$ cat src/rtl/adcsq_defines.svh
// Offsets, field positions, reset values and cycle counts of the converter sequencer
`ifndef ADCSQ_DEFINES_SVH
`define ADCSQ_DEFINES_SVH

`define ADCSQ_OFF_CTL 8'h30
`define ADCSQ_OFF_RES1 8'h31
`define ADCSQ_OFF_RES4 8'h34
`define ADCSQ_OFF_INT_STAT 8'h35
`define ADCSQ_OFF_INT_MASK 8'h36
`define ADCSQ_OFF_OPTIONS 8'h37

`define ADCSQ_CTL_CCF 7
`define ADCSQ_CTL_SCAN 5
`define ADCSQ_CTL_MULTI_CHANNEL_SELECT 4
`define ADCSQ_CTL_CHAN_HI 3
`define ADCSQ_CTL_CHAN_LO 0
`define ADCSQ_CHAN_GRP_HI 3
`define ADCSQ_CHAN_GRP_LO 2
`define ADCSQ_CTL_RESET 8'h00

`define ADCSQ_INT_DONE 0
`define ADCSQ_INT_ABORT 1
`define ADCSQ_INT_RESET 2'h0
`define ADCSQ_OPT_PUMP 0

`define ADCSQ_ZERO8 8'h00
`define ADCSQ_IDX_FIRST 2'h0
`define ADCSQ_IDX_LAST 2'h3
`define ADCSQ_IDX_STEP 2'h1

`define ADCSQ_SAMPLE_CYCLES 4'hC
`define ADCSQ_SAMPLE_LAST (`ADCSQ_SAMPLE_CYCLES - 4'h1)
`define ADCSQ_BIT_CYCLES 4'h4
`define ADCSQ_BIT_LAST (`ADCSQ_BIT_CYCLES - 4'h1)
`define ADCSQ_CNT_ZERO 4'h0
`define ADCSQ_CNT_STEP 4'h1
`define ADCSQ_BIT_MSB 3'h7
`define ADCSQ_BIT_LSB 3'h0
`define ADCSQ_BIT_STEP 3'h1
`define ADCSQ_CODE_MSB 8'h80

`endif

$ cat src/rtl/adcsq_pkg.sv
// Types shared by the converter sequencer modules
package adcsq_pkg;

  typedef enum logic [1:0] {
    ADCSQ_SEQ_IDLE = 2'h0,
    ADCSQ_SEQ_START = 2'h1,
    ADCSQ_SEQ_CONV = 2'h3,
    ADCSQ_SEQ_ABORT = 2'h2
  } adcsq_seq_type;

  typedef enum logic [1:0] {
    ADCSQ_SAR_IDLE = 2'h0,
    ADCSQ_SAR_SAMPLE = 2'h1,
    ADCSQ_SAR_BITS = 2'h3
  } adcsq_sar_type;

endpackage

$ cat src/rtl/adcsq_sar.sv
// Successive-approximation engine for one 8-bit conversion
`timescale 1ns/1ns
`include "adcsq_defines.svh"

module adcsq_sar
  import adcsq_pkg::*;
(
  input wire logic ref_clk,
  input wire logic rst_b,
  input wire logic start,
  input wire logic abort,
  input wire logic cmp_in,
  output logic sample_en,
  output logic [7:0] dac_code,
  output logic done,
  output logic [7:0] result
);

  adcsq_sar_type st_q, st_d;
  logic [3:0] cnt_q, cnt_d;
  logic [2:0] bit_q, bit_d;
  logic [7:0] code_q, code_d;
  logic [7:0] res_q, res_d;
  logic samp_q, samp_d;
  logic done_q, done_d;
  logic cmp_m_q, cmp_s_q;

  always_comb begin
    st_d = st_q;
    cnt_d = cnt_q;
    bit_d = bit_q;
    code_d = code_q;
    res_d = res_q;
    samp_d = 1'b0;
    done_d = 1'b0;
    case (st_q)
      ADCSQ_SAR_IDLE: begin
        if (start) begin
          st_d = ADCSQ_SAR_SAMPLE;
          cnt_d = `ADCSQ_CNT_ZERO;
          code_d = `ADCSQ_ZERO8;
          samp_d = 1'b1;
        end
      end
      ADCSQ_SAR_SAMPLE: begin
        samp_d = 1'b1;
        cnt_d = cnt_q + `ADCSQ_CNT_STEP;
        if (cnt_q == `ADCSQ_SAMPLE_LAST) begin
          samp_d = 1'b0;
          st_d = ADCSQ_SAR_BITS;
          cnt_d = `ADCSQ_CNT_ZERO;
          bit_d = `ADCSQ_BIT_MSB;
          code_d = `ADCSQ_CODE_MSB;
        end
      end
      ADCSQ_SAR_BITS: begin
        cnt_d = cnt_q + `ADCSQ_CNT_STEP;
        // Settle time covers the two-flop comparator synchroniser
        if (cnt_q == `ADCSQ_BIT_LAST) begin
          cnt_d = `ADCSQ_CNT_ZERO;
          if (!cmp_s_q) begin
            code_d[bit_q] = 1'b0;
          end
          if (bit_q == `ADCSQ_BIT_LSB) begin
            st_d = ADCSQ_SAR_IDLE;
            done_d = 1'b1;
            res_d = code_d;
          end else begin
            bit_d = bit_q - `ADCSQ_BIT_STEP;
            code_d[bit_q - `ADCSQ_BIT_STEP] = 1'b1;
          end
        end
      end
      default: begin
        st_d = ADCSQ_SAR_IDLE;
      end
    endcase
    if (abort) begin
      st_d = ADCSQ_SAR_IDLE;
      cnt_d = `ADCSQ_CNT_ZERO;
      samp_d = 1'b0;
      done_d = 1'b0;
    end
  end

  always_ff @(posedge ref_clk or negedge rst_b) begin
    if (!rst_b) begin
      st_q <= ADCSQ_SAR_IDLE;
      cnt_q <= `ADCSQ_CNT_ZERO;
      bit_q <= `ADCSQ_BIT_MSB;
      code_q <= `ADCSQ_ZERO8;
      res_q <= `ADCSQ_ZERO8;
      samp_q <= 1'b0;
      done_q <= 1'b0;
      cmp_m_q <= 1'b0;
      cmp_s_q <= 1'b0;
    end else begin
      st_q <= st_d;
      cnt_q <= cnt_d;
      bit_q <= bit_d;
      code_q <= code_d;
      res_q <= res_d;
      samp_q <= samp_d;
      done_q <= done_d;
      cmp_m_q <= cmp_in;
      cmp_s_q <= cmp_m_q;
    end
  end

  assign sample_en = samp_q;
  assign dac_code = code_q;
  assign done = done_q;
  assign result = res_q;

endmodule

$ cat src/rtl/adcsq_top.sv
// Converter sequencer: register port, four-conversion sequences, results and interrupt
//
// The address-and-strobe port and the register offsets were left to the implementer.
`timescale 1ns/1ns
`include "adcsq_defines.svh"

// Operation
// - Eight-bit successive approximation, no external hold
// - Four-bit select picks one of sixteen inputs
// - Pump clock select drives both charge pumps
// - Conversions always run in groups of four
// - Control write starts a new sequence
// - Write mid-conversion aborts and sets complete flag
// - Scan off: four conversions then stop
// - Scan on: round-robin forever, overwriting results
// - Multi off: one channel, on: group
// - Upper bits pick group, lower bits step
// - Complete flag set at end, cleared by write
// - Input reaches capacitor only twelve sample cycles
// - Codes map inputs, reserved, references, test
module adcsq_top
  import adcsq_pkg::*;
(
  input wire logic ref_clk,
  input wire logic rst_b,
  input wire logic [7:0] bus_addr,
  input wire logic [7:0] bus_wdata,
  input wire logic bus_wr,
  input wire logic bus_rd,
  output logic [7:0] bus_rdata,
  input wire logic cmp_in,
  output logic [3:0] mux_sel,
  output logic sample_en,
  output logic [7:0] dac_code,
  output logic pump_clk_sel,
  output logic irq
);

  // Channel driven for the conversion at position idx of the sequence
  function automatic logic [3:0] chan_pick(input logic multi_channel_select, input logic [3:0] sel, input logic [1:0] idx);
    if (multi_channel_select) begin
      chan_pick = {sel[`ADCSQ_CHAN_GRP_HI:`ADCSQ_CHAN_GRP_LO], idx};
    end else begin
      chan_pick = sel;
    end
  endfunction

  adcsq_seq_type st_q, st_d;
  logic [1:0] idx_q, idx_d;
  logic ccf_q, ccf_d;
  logic scan_q, scan_d;
  logic multi_channel_select_q, multi_channel_select_d;
  logic [3:0] sel_q, sel_d;
  logic [3:0] mux_q, mux_d;
  logic [7:0] res_q [4];
  logic [7:0] res_d [4];
  logic [1:0] stat_q, stat_d;
  logic [1:0] mask_q, mask_d;
  logic pump_q, pump_d;
  logic [7:0] rdata_q, rdata_d;
  logic irq_q, irq_d;
  logic wr_ctl;
  logic sar_start;
  logic sar_abort;
  logic sar_done;
  logic [7:0] sar_result;
  logic [1:0] evt;
  logic [1:0] rd_clr;

  assign wr_ctl = bus_wr && (bus_addr == `ADCSQ_OFF_CTL);
  assign sar_start = (st_q == ADCSQ_SEQ_START);
  assign sar_abort = wr_ctl && (st_q != ADCSQ_SEQ_IDLE);

  adcsq_sar u_sar (
    .ref_clk(ref_clk),
    .rst_b(rst_b),
    .start(sar_start),
    .abort(sar_abort),
    .cmp_in(cmp_in),
    .sample_en(sample_en),
    .dac_code(dac_code),
    .done(sar_done),
    .result(sar_result)
  );

  // Sequencer
  always_comb begin
    st_d = st_q;
    idx_d = idx_q;
    ccf_d = ccf_q;
    scan_d = scan_q;
    multi_channel_select_d = multi_channel_select_q;
    sel_d = sel_q;
    evt = 2'h0;
    for (int i = 0; i < 4; i++) begin
      res_d[i] = res_q[i];
    end
    case (st_q)
      ADCSQ_SEQ_IDLE: begin
        if (wr_ctl) begin
          ccf_d = 1'b0;
          idx_d = `ADCSQ_IDX_FIRST;
          st_d = ADCSQ_SEQ_START;
        end
      end
      ADCSQ_SEQ_START: begin
        st_d = ADCSQ_SEQ_CONV;
      end
      ADCSQ_SEQ_CONV: begin
        if (sar_done) begin
          res_d[idx_q] = sar_result;
          if (idx_q == `ADCSQ_IDX_LAST) begin
            ccf_d = 1'b1;
            evt[`ADCSQ_INT_DONE] = 1'b1;
            idx_d = `ADCSQ_IDX_FIRST;
            if (scan_q) begin
              st_d = ADCSQ_SEQ_START;
            end else begin
              st_d = ADCSQ_SEQ_IDLE;
            end
          end else begin
            idx_d = idx_q + `ADCSQ_IDX_STEP;
            st_d = ADCSQ_SEQ_START;
          end
        end
      end
      ADCSQ_SEQ_ABORT: begin
        // Flag shows set for one cycle, then the restart clears it
        ccf_d = 1'b0;
        idx_d = `ADCSQ_IDX_FIRST;
        st_d = ADCSQ_SEQ_START;
      end
      default: begin
        st_d = ADCSQ_SEQ_IDLE;
      end
    endcase
    if (wr_ctl) begin
      scan_d = bus_wdata[`ADCSQ_CTL_SCAN];
      multi_channel_select_d = bus_wdata[`ADCSQ_CTL_MULTI_CHANNEL_SELECT];
      sel_d = bus_wdata[`ADCSQ_CTL_CHAN_HI:`ADCSQ_CTL_CHAN_LO];
      if (st_q != ADCSQ_SEQ_IDLE) begin
        ccf_d = 1'b1;
        evt[`ADCSQ_INT_ABORT] = 1'b1;
        st_d = ADCSQ_SEQ_ABORT;
      end
    end
  end

  // Codes pass straight to the analog mux; reserved codes are not blocked
  always_comb begin
    mux_d = chan_pick(multi_channel_select_q, sel_q, idx_q);
  end

  always_ff @(posedge ref_clk or negedge rst_b) begin
    if (!rst_b) begin
      st_q <= ADCSQ_SEQ_IDLE;
      idx_q <= `ADCSQ_IDX_FIRST;
      ccf_q <= 1'b0;
      scan_q <= 1'b0;
      multi_channel_select_q <= 1'b0;
      sel_q <= 4'h0;
      mux_q <= 4'h0;
      for (int i = 0; i < 4; i++) begin
        res_q[i] <= `ADCSQ_ZERO8;
      end
    end else begin
      st_q <= st_d;
      idx_q <= idx_d;
      ccf_q <= ccf_d;
      scan_q <= scan_d;
      multi_channel_select_q <= multi_channel_select_d;
      sel_q <= sel_d;
      mux_q <= mux_d;
      for (int i = 0; i < 4; i++) begin
        res_q[i] <= res_d[i];
      end
    end
  end

  // Register port, options and interrupt
  always_comb begin
    mask_d = mask_q;
    pump_d = pump_q;
    rdata_d = `ADCSQ_ZERO8;
    rd_clr = 2'h0;
    if (bus_wr) begin
      if (bus_addr == `ADCSQ_OFF_INT_MASK) begin
        mask_d = bus_wdata[1:0];
      end else if (bus_addr == `ADCSQ_OFF_OPTIONS) begin
        pump_d = bus_wdata[`ADCSQ_OPT_PUMP];
      end
    end
    if (bus_rd) begin
      if (bus_addr == `ADCSQ_OFF_CTL) begin
        rdata_d[`ADCSQ_CTL_CCF] = ccf_q;
        rdata_d[`ADCSQ_CTL_SCAN] = scan_q;
        rdata_d[`ADCSQ_CTL_MULTI_CHANNEL_SELECT] = multi_channel_select_q;
        rdata_d[`ADCSQ_CTL_CHAN_HI:`ADCSQ_CTL_CHAN_LO] = sel_q;
      end else if (bus_addr >= `ADCSQ_OFF_RES1 && bus_addr <= `ADCSQ_OFF_RES4) begin
        rdata_d = res_q[2'(bus_addr - `ADCSQ_OFF_RES1)];
      end else if (bus_addr == `ADCSQ_OFF_INT_STAT) begin
        rdata_d[1:0] = stat_q;
        rd_clr = 2'h3;
      end else if (bus_addr == `ADCSQ_OFF_INT_MASK) begin
        rdata_d[1:0] = mask_q;
      end else if (bus_addr == `ADCSQ_OFF_OPTIONS) begin
        rdata_d[`ADCSQ_OPT_PUMP] = pump_q;
      end
    end
    // A new event in the clearing read's cycle survives
    stat_d = (stat_q & ~rd_clr) | evt;
    irq_d = |(stat_d & mask_d);
  end

  always_ff @(posedge ref_clk or negedge rst_b) begin
    if (!rst_b) begin
      stat_q <= `ADCSQ_INT_RESET;
      mask_q <= `ADCSQ_INT_RESET;
      pump_q <= 1'b0;
      rdata_q <= `ADCSQ_ZERO8;
      irq_q <= 1'b0;
    end else begin
      stat_q <= stat_d;
      mask_q <= mask_d;
      pump_q <= pump_d;
      rdata_q <= rdata_d;
      irq_q <= irq_d;
    end
  end

  assign bus_rdata = rdata_q;
  assign mux_sel = mux_q;
  // Slow bus clocks need this set by software to avoid charge loss
  assign pump_clk_sel = pump_q;
  assign irq = irq_q;

endmodule

$ cat config.mk
export PLATFORM = sky130hd
export DESIGN_NAME = adcsq_top
export DESIGN_NICKNAME = d
export VERILOG_FILES = /design/src/rtl/adcsq_pkg.sv /design/src/rtl/adcsq_sar.sv /design/src/rtl/adcsq_top.sv
export VERILOG_INCLUDE_DIRS = /design/src /design/src/rtl
export SDC_FILE = /design/constraint.sdc
export NUM_CORES = 1
export LEC_CHECK = 0
export ABC_CLOCK_PERIOD_IN_PS = 6100
export BUFFER_PORTS_ARGS = -buffer_cell sky130_fd_sc_hd__buf_2
export CAP_MARGIN = 20
export CORE_ASPECT_RATIO = 0.6
export CORE_MARGIN = 3
export CORE_UTILIZATION = 40
export CTS_CLUSTER_SIZE = 12
export DETAILED_ROUTE_END_ITERATION = 16
export GPL_ROUTABILITY_DRIVEN = 0
export PLACE_DENSITY = 0.64
export REMOVE_ABC_BUFFERS = 1
export SETUP_SLACK_MARGIN = 0.15
export SLEW_MARGIN = 30
export SYNTH_ARGS = -nofsm -noshare
export SYNTH_HDL_FRONTEND = slang
export SYNTH_SLANG_ARGS = --single-unit
$ cat constraint.sdc
create_clock -name ref_clk -period 6.1 [get_ports ref_clk]
set_clock_uncertainty 0.2 [all_clocks]
set_input_delay 1.22 -clock ref_clk [delete_from_list [all_inputs] [get_ports ref_clk]]
set_output_delay 1.22 -clock ref_clk [all_outputs]
set_load 0.05 [all_outputs]
==> results.json, run 1 <==
{
  "synth_edf_count": 0,
  "grt_max_degree": 61,
  "critPathArrivalTime_ps": 3160,
  "io_buffers": 41,
  "placed_area_sq_um": 4830,
  "yosysSeqAreaShare_pct": 49.8,
  "post-route-min-period_ps": 3160,
  "die_h_microns": 88.4,
  "met2WireLength_mm": 4.10,
  "io_pins": 44,
  "stdcell_count": 567,
  "grt_usage_pct": 17.8,
  "ys_ff_latch": 90,
  "nNetsFinal": 459,
  "cts_buffers": 9,
  "fin_ws_ps": 2940,
  "setup_viol": 0,
  "layout_commonest_cell": "dfrtp_1",
  "hp-class": "reg2reg",
  "wire_per_inst_microns": 18.5,
  "grt_pass1_wl_mm": 17.2,
  "powerDensity_nw_per_um2": 350,
  "dp_hpwl_mm": 7.62,
  "wl_met1_mm": 5.53,
  "cts_resized": 0,
  "core-area_sq_um": 10800,
  "start_util_pct": 41.9,
  "ys_async_sr_fraction_pct": 100,
  "clock_path_buffers": 2,
  "layout_common_cells": "87 x dfrtp_1, 45 x mux2_2, 40 x buf_2",
  "worst_pin_slew_ps": 751,
  "cts_root_buffer": "clkbuf_16",
  "design_area_sq_um": 5140,
  "status": "finished clean",
  "dieArea_sq_um": 12700,
  "drv_cap": 0,
  "required_ps": 6100,
  "rows": 29,
  "vias_per_cell": 5.65,
  "path_cells": "buf_2 -> inv_1 -> ha_1 -> nand3b_1 -> nor3_1 -> buf_4 -> a2bb2oi_1 -> o211ai_1",
  "yosysUniqueCellTypes": 61,
  "ir_drop_mv": 0.215,
  "drt-initial-drc-count": 227,
  "antenna_left": 0,
  "syn_to_final_growth_pct": 13.7,
  "ys.flop_type": "dfrtp_1",
  "timing.final.crit_share_pct": 51.8,
  "grt_pass1_vias": 3142,
  "postRouteWirelength_mm": 10.5,
  "slew_headroom_pct": 49.9,
  "post_synth.cell_area_avg_sq_um": 11.8,
  "hold_ws_ps": 148,
  "cts_setup_buffers": 0,
  "rsz0062_at_grt": "no",
  "drcViolationCount": 0,
  "clock_latency_ps": 340,
  "layout-drive-gt1-share_pct": 29.7,
  "p_total_mw": 1.80,
  "die_x_microns": 143,
  "syn_area_sq_um": 4530,
  "slew_viol_final": 0,
  "worst-path-max-fanout": 13,
  "highest_layer": "met4",
  "hold_violations": 0,
  "drtPass1Iterations": 4,
  "fin_setup_tns_ps": 0,
  "cts.sinks": 90,
  "tritoncts": "built",
  "worst_path_max_delay_cell": "ha_1",
  "holdBufCountCts": 0,
  "crit_path_start_kind": "primary input",
  "max_freq_mhz": 317,
  "power.leakage_nw": 2.49,
  "crit_family": "buffers and inverters",
  "critical_path_class": "in2reg",
  "cp-end-kind": "register",
  "dr_wl_met3_microns": 804,
  "crit_buf_inv": 3,
  "cts_max_level": 3,
  "vias": 3206,
  "synth_warnings": 0,
  "critical_path.max_stage_delay_ps": 420,
  "synthCells": 384,
  "dp_slack_ps": 2580,
  "cts.clk_slew.worst_paths_ps": 60,
  "globalRouteOverflowTotal": 0,
  "antenna_found_initial": 0,
  "utilization_pct": 47.6,
  "dp_cells": 551,
  "n_antenna_cell": 0
}
[cell families after synthesis]
family                     synth area share, %
AOI/OAI and AO/OA                         14.3
adders and majority gates                 4.15
buffers and inverters                     3.90
DFF                                       49.8
muxes                                     15.8
and+or+nand+nor                           11.9
[state kept, by name, indices dropped and copies added, names as in the netlist, 3 cells and up]
signal	cells
bus_rdata	8
mux_sel	4
res_q	32
sel_q	4
u_sar.bit_q	3
u_sar.cnt_q	4
u_sar.dac_code	8
u_sar.result	8
[per-layer routing]
metal  up-vias  track usage (%)
li1       1501                -
met5         -                0
met4         0             3.25
met2        97             24.1
met1      1603             28.0
met3         5             5.51
[final cells by class]
| type | instances | area (sq um) |
|---|---|---|
| fillers | 990 | 5670 |
| flip-flops and latches | 90 | 2260 |
| multi-input cells | 257 | 2090 |
| clock buffers | 11 | 253 |
| repair buffers | 44 | 230 |
| well taps | 139 | 174 |
| inverters | 21 | 78.8 |
| clock inverters | 5 | 60.1 |
[power breakdown]
group	internal [mW]	total, mW	switching (mW)	leakage [nW]
Clock	0.341	0.574	0.232	0.152
Combinational	0.182	0.516	0.334	1.13
Sequential	0.650	0.709	0.0590	1.21
[synth_stat cells (3+ instances only)]
master / count / area, sq um
dfrtp_1: 87 / 2180
mux2_2: 45 / 507
o21ai_0: 27 / 135
nand2_1: 24 / 90.1
inv_1: 21 / 78.8
ha_1: 15 / 188
nand2b_1: 12 / 75.1
a21oi_1: 11 / 55.1
nor2_1: 11 / 41.3
o31ai_1: 9 / 67.6
mux4_2: 8 / 180
nand3b_1: 8 / 60.1
nand4_1: 7 / 43.8
buf_2: 6 / 30.0
o21a_1: 6 / 45.0
a2bb2oi_1: 5 / 43.8
clkbuf_1: 5 / 18.8
a21o_1: 4 / 30.0
a22o_1: 4 / 35.0
and3_1: 4 / 25.0
nor3_1: 4 / 20.0
clkbuf_8: 3 / 41.3
dfstp_2: 3 / 78.8
mux2i_1: 3 / 30.0
nand3_1: 3 / 15.0
o2bb2ai_1: 3 / 26.3
[path summary, 6_finish.rpt]
| path | slack, ps | start | cells after the start | to |
|---|---|---|---|---|
| max in group asynchronous | 3990 | rst_b | 2 | u_sar.result[2]$_DFFE_PN0P_ |
| min in group asynchronous | 620 | rst_b | 1 | sel_q[2]$_DFFE_PN0P_ |
| setup reg to reg | 3510 | u_sar.st_q[1]$_DFFE_PN0P_ | 7 | u_sar.dac_code[3]$_DFFE_PN0P_ |
| setup / recovery | 2940 | bus_addr[0] | 8 | u_sar.cnt_q[3]$_DFFE_PN0P_ |
| hold / removal | 150 | u_sar.cmp_m_q$_DFF_PN0_ | 0 | u_sar.cmp_s_q$_DFF_PN0_ |
| hold reg to reg | 150 | u_sar.cmp_m_q$_DFF_PN0_ | 0 | u_sar.cmp_s_q$_DFF_PN0_ |
Power figures use the tool's default switching activity.
==> run 2, diff against run 1 <==
Settings changed: ABC_CLOCK_PERIOD_IN_PS 6100 to 2800, PLACE_DENSITY 0.64 to 0.66.
Clock period 6.1 ns to 2.8 ns, I/O delays scaled along.
==> run 2 against run 1 <==
  * Sequential share of layout area shrank 0.67 points
  * Sequential cell count did not move
  * Count of clock-buffer cells in the layout decreased by 2
  * Largest cell class unchanged
  * Critical endpoint is now u_sar.bit_q[2]$_DFFE_PN1P_
  * Sequential power up 120%
  * Register-to-register slack worse by 3000 ps
  * Final cell count rose by 1.2%
  * Combinational power grew 120%
==> results.json, run 2 (synthesis results as in run 1) <==
{
  "post-route-min-period_ps": 2330,
  "wire_per_inst_microns": 18.4,
  "crit_end": "u_sar.bit_q[2]$_DFFE_PN1P_",
  "worst_pin_slew_ps": 586,
  "rows": 29,
  "dp_hpwl_mm": 7.68,
  "grt_usage_pct": 17.6,
  "core-area_sq_um": 10800,
  "cts_setup_buffers": 0,
  "hp-class": "in2reg",
  "max_freq_mhz": 430,
  "globalRouteOverflowTotal": 0,
  "clock_path_buffers": 2,
  "io_pins": 44,
  "cts.sinks": 90,
  "min_path_cells": 1,
  "die_h_microns": 88.4,
  "status": "finished clean",
  "setup_viol": 0,
  "rsz0062_at_grt": "no",
  "ff_latch_area_sq_um": 2260,
  "power.leakage_nw": 2.54,
  "antenna_found_initial": 0,
  "n_antenna_cell": 0,
  "dieArea_sq_um": 12700,
  "layout_commonest_cell": "dfrtp_1",
  "die_x_microns": 143,
  "grt_max_degree": 41,
  "cp-end-kind": "register",
  "cts_root_buffer": "clkbuf_16",
  "design_area_sq_um": 5230,
  "required_ps": 2850,
  "multiInputGateArea_sq_um": 2090,
  "dp_slack_ps": 217,
  "hold_violations": 0,
  "r2r_end": "u_sar.bit_q[2]$_DFFE_PN1P_",
  "dp_cells": 557,
  "n_fill_cell": 970,
  "powerDensity_nw_per_um2": 765,
  "timing.final.crit_share_pct": 83.2,
  "r2r_cells": 6,
  "drtPass1Iterations": 4,
  "critical_path_class": "reg2reg",
  "cts_max_level": 3,
  "clock_latency_ps": 340,
  "grt_pass1_wl_mm": 17.2,
  "reg2reg_from": "u_sar.st_q[0]$_DFFE_PN0P_",
  "fin_ws_ps": 472,
  "tritoncts": "built",
  "worst-path-max-fanout": 14,
  "fin_setup_tns_ps": 0,
  "slew_headroom_pct": 61.0,
  "crit_path_start_kind": "register",
  "stdcell_count": 574,
  "p_total_mw": 4.00,
  "critPathLaunch": "u_sar.st_q[0]$_DFFE_PN0P_",
  "slew_viol_final": 0,
  "regToRegSetupSlack_ps": 470,
  "antenna_left": 0,
  "io_buffers": 41,
  "ir_drop_mv": 0.380,
  "vias_per_cell": 5.70,
  "largest-register": "res_q",
  "layout-drive-gt1-share_pct": 30.6,
  "syn_to_final_growth_pct": 15.5,
  "grt_pass1_vias": 3194,
  "critPathArrivalTime_ps": 2380,
  "postRouteWirelength_mm": 10.5,
  "layout_common_cells": "87 x dfrtp_1, 45 x mux2_2, 40 x buf_2",
  "nNetsFinal": 466,
  "drt-initial-drc-count": 331,
  "drv_cap": 0,
  "cts_buffers": 9,
  "drcViolationCount": 0,
  "cts.clk_slew.worst_paths_ps": 70,
  "placed_area_sq_um": 4890,
  "start_util_pct": 41.9,
  "vias": 3273,
  "largest_register_ffs": 32
}
-- run 2: area by class of cell --
class	instances	area share (%)
Tap cell	139	3.33
Timing Repair Buffer	51	5.70
Multi-Input combinational cell	257	40.1
Sequential cell	90	43.2
Clock inverter	7	1.92
Inverter	21	1.51
Clock buffer	9	4.31
-- run 2: what timing repair did --
action | CTS | global route
endpoints found under the hold margin | 26 | 0
resized for setup | 0 | 0
hold buffers | 1 | 0
-- run 2: how the worst min path moves through the flow --
| stage | start | to | slack [ps] |
|---|---|---|---|
| 3_5_place_dp | u_sar.cmp_m_q$_DFF_PN0_ | u_sar.cmp_s_q$_DFF_PN0_ | 150 |
| 4_1_cts | cmp_in | u_sar.cmp_m_q$_DFF_PN0_ | 110 |
| 2_1_floorplan | rst_b | bus_rdata[0]$_DFF_PN0_ | 60 |
| 3_3_place_gp | u_sar.cmp_m_q$_DFF_PN0_ | u_sar.cmp_s_q$_DFF_PN0_ | 130 |
| 5_1_grt | cmp_in | u_sar.cmp_m_q$_DFF_PN0_ | 110 |
| 6_report | cmp_in | u_sar.cmp_m_q$_DFF_PN0_ | 120 |
-- run 2: metrics by stage --
| step | util (%) | hold WS (ps) |
|---|---|---|
| 2_1_floorplan | - | 64.4 |
| 3_3_place_gp | 45.2 | 133 |
| 3_5_place_dp | 45.2 | 150 |
| 4_1_cts | 48.3 | 113 |
| 5_1_grt | 48.3 | 110 |
| 6_report | 48.3 | 122 |
-- run 2: power breakdown --
group	switching, mW	internal (mW)
Clock	0.520	0.790
Combinational	0.740	0.404
Sequential	0.129	1.42
-- run 2: per-layer routing --
layer  part of all wire (%)  GRT usage (%)  vias up
met2                     40           24.0      113
met4                   0.56           2.65        0
met5                      0              0        -
li1                       -              -     1516
met1                     53           28.5     1637
met3                    6.3           4.37        7
-- run 2: critical path, cell delays in order, from the launching register on --
cell and delay [ps]:
dfrtp_1 420, ha_1 370, nor2_1 340, a21oi_1 90
buf_4 200, or4_1 480, o211ai_1 130
